## src/hw/motor_led_pkg.sv

```systemverilog
package motor_led_pkg;

    // ********************************************************
    // timing
    // ********************************************************
    localparam int unsigned CLK_KHZ           = 200_000;
    localparam int unsigned TICK_MS           = 50;
    localparam int unsigned TICK_CYC          = TICK_MS * CLK_KHZ;
    localparam int unsigned FLASH_HALF_TICKS  = 4;
    localparam int unsigned SINGLE_ON_TICKS   = 4;
    localparam int unsigned SINGLE_PER_TICKS  = 24;
    localparam int unsigned SYNC_STAGES       = 2;

    // ********************************************************
    // register map
    // ********************************************************
    localparam logic [11:0] ADDR_CTRL     = 12'h000;
    localparam logic [11:0] ADDR_STATUS   = 12'h004;
    localparam logic [11:0] ADDR_IRQ_STAT = 12'h008;
    localparam logic [11:0] ADDR_IRQ_MASK = 12'h00c;

    localparam logic [31:0] CTRL_RST      = 32'h0000_0000;
    localparam logic [4:0]  IRQ_MASK_RST  = 5'h00;
    localparam int unsigned CTRL_MOTOR_EN = 0;
    localparam int unsigned CTRL_LATCH_A  = 1;
    localparam int unsigned CTRL_LATCH_B  = 2;
    localparam int unsigned CTRL_W        = 3;
    localparam int unsigned STAT_SAFE_BIT = 13;

    localparam int unsigned EV_STATE      = 0;
    localparam int unsigned EV_WARN       = 1;
    localparam int unsigned EV_ERR_A      = 2;
    localparam int unsigned EV_ERR_B      = 3;
    localparam int unsigned EV_SUPPLY     = 4;
    localparam int unsigned NUM_EV        = 5;

    // ********************************************************
    // types
    // ********************************************************
    typedef enum logic [4:0] {
        ESM_INIT  = 5'h01,
        ESM_PREOP = 5'h02,
        ESM_SAFE  = 5'h04,
        ESM_OP    = 5'h08,
        ESM_BOOT  = 5'h10
    } esm_t;

    typedef struct packed {
        logic overtemp;
        logic shorted;
        logic open_load;
    } stage_fault_t;

    typedef struct packed {
        logic       run;
        logic       en_a;
        logic       en_b;
        logic       warn;
        logic       err_a;
        logic       err_b;
        logic       power;
        logic [3:0] enc;
        logic [1:0] din;
    } led_t;

endpackage

```

## src/hw/blink_gen.sv

```systemverilog
`timescale 1ns/1ps
`default_nettype none
module blink_gen
    import motor_led_pkg::*;
#(
    parameter int unsigned TICK_CYCLES = TICK_CYC
) (
    // clock and reset
    input  wire logic pclk,
    input  wire logic presetn,
    // patterns
    output logic      flash_r,
    output logic      single_r,
    output logic      flicker_r
);

    logic [31:0] pre_r;
    logic        tick;
    logic [7:0]  flash_cnt_r;
    logic [7:0]  single_cnt_r;

    // ********************************************************
    // free-running prescaler
    // ********************************************************
    assign tick = (pre_r == 32'(TICK_CYCLES - 1));

    always_ff @(posedge pclk or negedge presetn) begin
        if (!presetn) pre_r <= 32'h0000_0000;
        else if (tick) pre_r <= 32'h0000_0000;
        else pre_r <= pre_r + 32'h0000_0001; // [RULE_15]
    end

    always_ff @(posedge pclk or negedge presetn) begin
        if (!presetn) flicker_r <= 1'b0;
        else if (tick) flicker_r <= ~flicker_r; // [RULE_15]
    end

    always_ff @(posedge pclk or negedge presetn) begin
        if (!presetn) begin
            flash_cnt_r <= 8'h00;
            flash_r     <= 1'b0;
        end else if (tick) begin
            if (flash_cnt_r == 8'(FLASH_HALF_TICKS - 1)) begin
                flash_cnt_r <= 8'h00;
                flash_r     <= ~flash_r; // [RULE_15]
            end else begin
                flash_cnt_r <= flash_cnt_r + 8'h01;
            end
        end
    end

    // long dark gap keeps single flash apart from plain flashing
    always_ff @(posedge pclk or negedge presetn) begin
        if (!presetn) begin
            single_cnt_r <= 8'h00;
            single_r     <= 1'b0;
        end else if (tick) begin
            if (single_cnt_r == 8'(SINGLE_PER_TICKS - 1)) single_cnt_r <= 8'h00;
            else single_cnt_r <= single_cnt_r + 8'h01;
            single_r <= (single_cnt_r < 8'(SINGLE_ON_TICKS - 1)) ||
                        (single_cnt_r == 8'(SINGLE_PER_TICKS - 1)); // [RULE_15]
        end
    end

endmodule // blink_gen
`default_nettype wire

```

## src/hw/motor_stage_status_leds.sv

```systemverilog
// Function
// (RULE_01) The run lamp is dark while the slave is initialising.
// (RULE_02) The run lamp flashes evenly in pre-operational state.
// (RULE_03) Safe-operational state gives single flashes and holds outputs safe.
// (RULE_04) The run lamp is steadily lit in operational state.
// (RULE_05) The run lamp flickers fast in bootstrap state.
// (RULE_06) Enable lamp A is lit only when motor A is enabled and ready.
// (RULE_07) Enable lamp B is lit only when motor B is enabled and ready.
// (RULE_08) The warning lamp lights on missing supply or over 80 degrees.
// (RULE_09) Error lamp A lights on stage A overheat, short or open load.
// (RULE_10) Error lamp B lights on stage B overheat, short or open load.
// (RULE_11) Each encoder track lamp follows its encoder input.
// (RULE_12) Each digital input lamp follows its digital input.
// (RULE_13) Power lamp is lit with supply present and motor control enabled.
// (RULE_14) With encoders fitted, inputs 1 and 2 can trigger latches A and B.
// (RULE_15) All blink patterns come from one free-running prescaler.
`timescale 1ns/1ps
`default_nettype none
module motor_stage_status_leds
    import motor_led_pkg::*;
#(
    parameter int unsigned TICK_CYCLES = TICK_CYC,
    parameter bit          HAS_ENCODER = 1'b1,
    parameter int unsigned NUM_ENC     = 4,
    parameter int unsigned NUM_DIN     = 2
) (
    // clock and reset
    input  wire logic               pclk,
    input  wire logic               presetn,
    // apb slave
    input  wire logic               psel,
    input  wire logic               penable,
    input  wire logic               pwrite,
    input  wire logic [11:0]        paddr,
    input  wire logic [31:0]        pwdata,
    output logic      [31:0]        prdata,
    output logic                    pready,
    output logic                    pslverr,
    // internal device state
    input  wire esm_t               esm_state,
    input  wire logic               dev_ready,
    input  wire logic               motor_en_a,
    input  wire logic               motor_en_b,
    input  wire logic               temp_warn,
    input  wire stage_fault_t       fault_a,
    input  wire stage_fault_t       fault_b,
    // pins
    input  wire logic               supply_pin,
    input  wire logic [NUM_ENC-1:0] enc_pin,
    input  wire logic [NUM_DIN-1:0] din_pin,
    // outputs
    output led_t                    leds_r,
    output logic                    safe_hold_r,
    output logic                    latch_trig_a_r,
    output logic                    latch_trig_b_r,
    output logic                    irq_r
);

    localparam int unsigned NPIN = 1 + NUM_ENC + NUM_DIN;

    logic [NPIN-1:0]   sync1_r;
    logic [NPIN-1:0]   sync2_r;
    logic              supply_s;
    logic [NUM_ENC-1:0] enc_s;
    logic [NUM_DIN-1:0] din_s;
    logic              flash;
    logic              single;
    logic              flicker;
    logic [CTRL_W-1:0] ctrl_r;
    logic [NUM_EV-1:0] irq_stat_r;
    logic [NUM_EV-1:0] irq_mask_r;
    logic [NUM_EV-1:0] ev;
    logic [NUM_EV-1:0] irq_stat_nxt;
    logic [NUM_EV-1:0] w1c;
    esm_t              esm_prev_r;
    logic              warn_prev_r;
    logic              err_a_prev_r;
    logic              err_b_prev_r;
    logic              sup_prev_r;
    logic              run_nxt;
    logic              warn_nxt;
    logic              err_a_nxt;
    logic              err_b_nxt;
    logic              acc;
    logic              wr_go;
    logic              rd_go;
    logic              hit;
    logic [31:0]       rd_mux;

    // ********************************************************
    // pattern source
    // ********************************************************
    blink_gen #(.TICK_CYCLES(TICK_CYCLES)) u_blink (
        .pclk      (pclk),
        .presetn   (presetn),
        .flash_r   (flash),
        .single_r  (single),
        .flicker_r (flicker)
    );

    // ********************************************************
    // pin synchronisers
    // ********************************************************
    always_ff @(posedge pclk or negedge presetn) begin
        if (!presetn) begin
            sync1_r <= '0;
            sync2_r <= '0;
        end else begin
            sync1_r <= {din_pin, enc_pin, supply_pin};
            sync2_r <= sync1_r;
        end
    end

    assign supply_s = sync2_r[0];
    assign enc_s    = sync2_r[NUM_ENC:1];
    assign din_s    = sync2_r[NPIN-1:NUM_ENC+1];

    // ********************************************************
    // lamp logic
    // ********************************************************
    always_comb begin
        case (esm_state)
            ESM_INIT:  run_nxt = 1'b0;    // [RULE_01]
            ESM_PREOP: run_nxt = flash;   // [RULE_02]
            ESM_SAFE:  run_nxt = single;  // [RULE_03]
            ESM_OP:    run_nxt = 1'b1;    // [RULE_04]
            ESM_BOOT:  run_nxt = flicker; // [RULE_05]
            default:   run_nxt = 1'b0;
        endcase
    end

    assign warn_nxt  = ~supply_s | temp_warn; // [RULE_08]
    assign err_a_nxt = |fault_a;              // [RULE_09]
    assign err_b_nxt = |fault_b;              // [RULE_10]

    always_ff @(posedge pclk or negedge presetn) begin
        if (!presetn) begin
            leds_r <= '0;
        end else begin
            leds_r.run   <= run_nxt;
            leds_r.en_a  <= motor_en_a & dev_ready; // [RULE_06]
            leds_r.en_b  <= motor_en_b & dev_ready; // [RULE_07]
            leds_r.warn  <= warn_nxt;
            leds_r.err_a <= err_a_nxt;
            leds_r.err_b <= err_b_nxt;
            leds_r.power <= supply_s & ctrl_r[CTRL_MOTOR_EN]; // [RULE_13]
            leds_r.enc   <= enc_s; // [RULE_11]
            leds_r.din   <= din_s; // [RULE_12]
        end
    end

    // outputs held safe in any state short of operational
    always_ff @(posedge pclk or negedge presetn) begin
        if (!presetn) safe_hold_r <= 1'b1;
        else safe_hold_r <= (esm_state != ESM_OP); // [RULE_03]
    end

    // latch triggers only exist on the encoder variant
    always_ff @(posedge pclk or negedge presetn) begin
        if (!presetn) begin
            latch_trig_a_r <= 1'b0;
            latch_trig_b_r <= 1'b0;
        end else begin
            latch_trig_a_r <= HAS_ENCODER & ctrl_r[CTRL_LATCH_A] & din_s[0]; // [RULE_14]
            latch_trig_b_r <= HAS_ENCODER & ctrl_r[CTRL_LATCH_B] & din_s[1]; // [RULE_14]
        end
    end

    // ********************************************************
    // event detection and interrupt
    // ********************************************************
    always_ff @(posedge pclk or negedge presetn) begin
        if (!presetn) begin
            esm_prev_r   <= ESM_INIT;
            warn_prev_r  <= 1'b0;
            err_a_prev_r <= 1'b0;
            err_b_prev_r <= 1'b0;
            sup_prev_r   <= 1'b0;
        end else begin
            esm_prev_r   <= esm_state;
            warn_prev_r  <= warn_nxt;
            err_a_prev_r <= err_a_nxt;
            err_b_prev_r <= err_b_nxt;
            sup_prev_r   <= supply_s;
        end
    end

    always_comb begin
        ev            = '0;
        ev[EV_STATE]  = (esm_state != esm_prev_r);
        ev[EV_WARN]   = warn_nxt & ~warn_prev_r;
        ev[EV_ERR_A]  = err_a_nxt & ~err_a_prev_r;
        ev[EV_ERR_B]  = err_b_nxt & ~err_b_prev_r;
        ev[EV_SUPPLY] = sup_prev_r & ~supply_s;
    end

    assign w1c = (wr_go && paddr == ADDR_IRQ_STAT) ?
                 pwdata[NUM_EV-1:0] : '0;
    // a new event beats a clear in the same cycle
    assign irq_stat_nxt = (irq_stat_r & ~w1c) | ev;

    always_ff @(posedge pclk or negedge presetn) begin
        if (!presetn) irq_stat_r <= '0;
        else irq_stat_r <= irq_stat_nxt;
    end

    always_ff @(posedge pclk or negedge presetn) begin
        if (!presetn) irq_r <= 1'b0;
        else irq_r <= |(irq_stat_r & irq_mask_r);
    end

    // ********************************************************
    // apb slave
    // ********************************************************
    // one wait state so that read data can come from a flop
    assign acc   = psel & penable & ~pready;
    assign wr_go = psel & penable & pready & pwrite;
    assign rd_go = acc & ~pwrite;
    assign hit   = (paddr == ADDR_CTRL) || (paddr == ADDR_STATUS) ||
                   (paddr == ADDR_IRQ_STAT) || (paddr == ADDR_IRQ_MASK);

    always_ff @(posedge pclk or negedge presetn) begin
        if (!presetn) begin
            pready  <= 1'b0;
            pslverr <= 1'b0;
        end else begin
            pready  <= acc;
            pslverr <= acc & ~hit;
        end
    end

    always_ff @(posedge pclk or negedge presetn) begin
        if (!presetn) ctrl_r <= CTRL_RST[CTRL_W-1:0];
        else if (wr_go && paddr == ADDR_CTRL) ctrl_r <= pwdata[CTRL_W-1:0];
    end

    always_ff @(posedge pclk or negedge presetn) begin
        if (!presetn) irq_mask_r <= IRQ_MASK_RST;
        else if (wr_go && paddr == ADDR_IRQ_MASK) irq_mask_r <= pwdata[NUM_EV-1:0];
    end

    always_comb begin
        rd_mux = 32'h0000_0000;
        case (paddr)
            ADDR_CTRL:     rd_mux[CTRL_W-1:0] = ctrl_r;
            ADDR_STATUS: begin
                rd_mux[$bits(led_t)-1:0] = leds_r;
                rd_mux[STAT_SAFE_BIT]    = safe_hold_r;
            end
            ADDR_IRQ_STAT: rd_mux[NUM_EV-1:0] = irq_stat_r;
            ADDR_IRQ_MASK: rd_mux[NUM_EV-1:0] = irq_mask_r;
            default:       rd_mux = 32'h0000_0000;
        endcase
    end

    always_ff @(posedge pclk or negedge presetn) begin
        if (!presetn) prdata <= 32'h0000_0000;
        else if (rd_go) prdata <= rd_mux;
        else if (!psel) prdata <= 32'h0000_0000;
    end
endmodule // motor_stage_status_leds
`default_nettype wire

```

## config.mk

```make
export PLATFORM = sky130hd
export DESIGN_NAME = motor_stage_status_leds
export DESIGN_NICKNAME = d
export VERILOG_FILES = /design/src/hw/motor_led_pkg.sv /design/src/hw/blink_gen.sv /design/src/hw/motor_stage_status_leds.sv
export SDC_FILE = /design/constraint.sdc
export NUM_CORES = 1
export LEC_CHECK = 0
export BUFFER_PORTS_ARGS = -buffer_cell sky130_fd_sc_hd__buf_2
export CAP_MARGIN = 20
export CORE_ASPECT_RATIO = 1.2
export CORE_MARGIN = 4
export CORE_UTILIZATION = 35
export CTS_CLUSTER_SIZE = 14
export DETAILED_ROUTE_END_ITERATION = 8
export PLACE_DENSITY_LB_ADDON = 0.12
export SLEW_MARGIN = 20
export SYNTH_ARGS = -nofsm -noshare
export SYNTH_HDL_FRONTEND = slang
export SYNTH_HIERARCHICAL = 1
export SYNTH_SLANG_ARGS = --single-unit
```

## constraint.sdc

```tcl
create_clock -name pclk -period 2.2 [get_ports pclk]
set_input_delay 0.22 -clock pclk [delete_from_list [all_inputs] [get_ports pclk]]
set_output_delay 0.22 -clock pclk [all_outputs]
set_load 0.05 [all_outputs]
```

==> out/results.ini <==
[final_layout]
drive_gt1_frac = 0.296
syn2layout_area_growth_pct = 25.6
nets = 592
antenna_cells = 0
n_fill_cell = 1296

[die]
die_y_um = 140
die_area_um2 = 16400
core_region_area_um2 = 13900
initial_core_util = 0.362
fp.dieW_um = 118
fp-row-count = 47
io_pins = 122

[timing]
clock.fmax_ghz = 0.485
tightest_slew_ns = 0.620
setup_violations = 0
fin_crit_sh = 0.936
period_minus_slack_ns = 2.06
fin_skew_ns = 0.00745
hold_viol = 0
finalSetupTns_ns = 0
rsz0062_at_grt = no
fin_ws_ns = 0.140
maxSlewViolCount = 0
maxSlewHeadroom = 0.587

[logic_synthesis]
synth_area_leaders = dfrtp_1, xnor2_1, buf_4
synth_edf_count = 0
ys.flop_type = dfrtp_1
seq_area_frac_synth = 0.581
synth_cell_types = 58
yosys.area.top_type_share = 0.571
postSynthAreaPerCell_um2 = 12.3
synth.largest_area_cell = dfrtp_1
ys_ff_latch = 117
ys.warnings.count = 6
netlist_area_um2 = 5040
synth-async-reset-ratio = 1.00
yosysMostFrequentCell = dfrtp_1
synth_common_cells = dfrtp_1, nand2_1, xnor2_1
syn_inst = 409

[critical_path]
cp-start-kind = flip-flop
worstPathArrival_ns = 2.36
slowest_delay_ns = 0.45
required_ns = 2.50
worstSetupPathType = reg -> reg
worstPathMaxFanout = 8
critPathSlowestCell = nor4b_1
path_cells = nor4b_1 > and4_1 > and3_1 > nand4_1 > a22o_1
cp-end-kind = flip-flop

[status]
status = finished clean

[grt]
grt_start_max_net_pins = 47
grt_pass1_vias = 3493
grt_pass1_wl_um = 17600
antenna_found_initial = 0
grt.total_usage = 0.135
grt_overflow = 0

[clocking]
worst_skew_pair.late_latency_ns = 0.41
clock_sinks = 117
cts_tree = done
root_buffer = clkbuf_16
h-tree-depth = 4
clk_path_buf_depth = 2
cts.clk_slew.worst_paths_ns = 0.06
numCtsBuffers = 17
cts_setup_buffers = 0

[job]
maxCapViolCount = 0

[placement]
dp_slack_ns = 0.139
globalplace.congestion = 0.789
portBuffers = 76
dpl.hpwl_um = 7380

[power_and_ir_drop]
p_per_area_nw_per_um2 = 812
leakage_nw = 3.06
peakVddDrop_mv = 0.333

[route]
routedWlPerCell_um = 14.6
drt_pass1_iterations = 5
first_iter_violations = 175
routed_via_density = 4.80
vias = 3367
wl_um = 10300
drc_errors = 0
drtAntennaViolNets = 0

[worst_hold_path]
hold_class = in -> reg

[final timing paths]
check	cells after the start	start	endpoint	slack, ns
setup / recovery	5	u_blink/pre_r[16]	u_blink/single_cnt_r[4]	0.14
hold / removal	2	motor_en_a	leds_r[11]	0.03
setup reg to reg	5	u_blink/pre_r[16]	u_blink/single_cnt_r[4]	0.14
hold reg to reg	0	sync1_r[1]	sync2_r[1]	0.34
max in group asynchronous	3	presetn	esm_prev_r[0]	1.15
min in group asynchronous	2	presetn	leds_r[2]	0.38
[layout by cell type (no fill, tap or decap), drive strengths merged, types with 5 or more instances in the layout]
cell type / Yosys / final
a22o: 14 / 14
and2: 5 / 5
and3: 9 / 9
buf: 26 / 87
clkbuf: 1 / 20
clkinv: 0 / 6
conb: 1 / 18
dfrtp: 115 / 115
dlygate4sd3: 0 / 13
inv: 9 / 9
mux2: 15 / 15
nand2: 33 / 33
nand3: 18 / 18
nand4: 14 / 14
nor2: 30 / 30
nor3: 6 / 6
nor4: 7 / 7
o21ai: 7 / 7
or3: 6 / 6
or4: 5 / 5
xnor2: 31 / 31
xor2: 14 / 14
[power breakdown]
group	internal, mW	switching, mW	total (mW)
Combinational	0.0867	0.215	0.301
Clock	1.69	0.945	2.64
Sequential	2.19	0.0177	2.20
Total	3.96	1.18	5.14
[repair_timing]
| action | in CTS | in global routing |
|---|---|---|
| endpoints found under the hold margin | 56 | 0 |
| setup endpoints to repair | 0 | 3 |
| gates resized for setup | 0 | 1 |
| hold buffers | 13 | 0 |
[flip-flops by register name (all words and copies together), names as in the netlist, 3 cells and up]
signal	cells
leds_r	10
sync1_r	7
u_blink/pre_r	32
irq_stat_r	5
u_blink/flash_cnt_r	8
esm_prev_r	5
prdata	14
ctrl_r	3
irq_mask_r	5
sync2_r	7
u_blink/single_cnt_r	8
[critical path, delay by kind of cell (launching register included)]
kind	cells	cell delay, ns
AOI/OAI and AO/OA	1	0.25
DFF	1	0.44
and+or+nand+nor	4	1.27
[layer usage]
metal,vias up,share of wire,global-route usage
met1,1655,0.43,0.165
met3,14,0.053,0.0483
met2,81,0.50,0.218
li1,1617,-,-
met4,0,0.014,0.0537
met5,-,0,0
[metrics by stage]
stage	power [mW]	hold WS (ns)	utilization	cells	instance area, um^2
2_1_floorplan	2.42	-0.0756	-	426	5110
3_3_place_gp	2.53	0.279	0.403	657	5620
3_5_place_dp	2.53	0.278	0.403	657	5620
4_1_cts	5.23	0.00791	0.454	702	6320
5_1_grt	5.35	0.0244	0.454	702	6330
6_report	5.14	0.0330	0.454	702	6330
[cell families (layout without fill, tap and decap cells)]
| kind of cell | count (synthesis) | in the layout | synth area share |
|---|---|---|---|
| buf+inv | 36 | 141 | 0.0454 |
| mux | 19 | 19 | 0.0511 |
| fa+ha+maj | 3 | 3 | 0.00744 |
| compound gates | 33 | 33 | 0.0499 |
| other cells | 1 | 18 | 0.000744 |
| xor+xnor | 45 | 45 | 0.0781 |
| flops | 117 | 117 | 0.581 |
| simple gates | 155 | 155 | 0.186 |
[cell type report]
cell class              instances  area [um^2]  share of cell area
multi-input cells             273         1960               0.309
inverters                       9         33.8             0.00533
clock inverters                12          131              0.0207
flip-flops and latches        117         2930               0.463
well taps                     171          214              0.0338
clock buffers                  20          447              0.0705
repair buffers                100          621              0.0980
No activity file was read; power rests on OpenSTA's default activity.
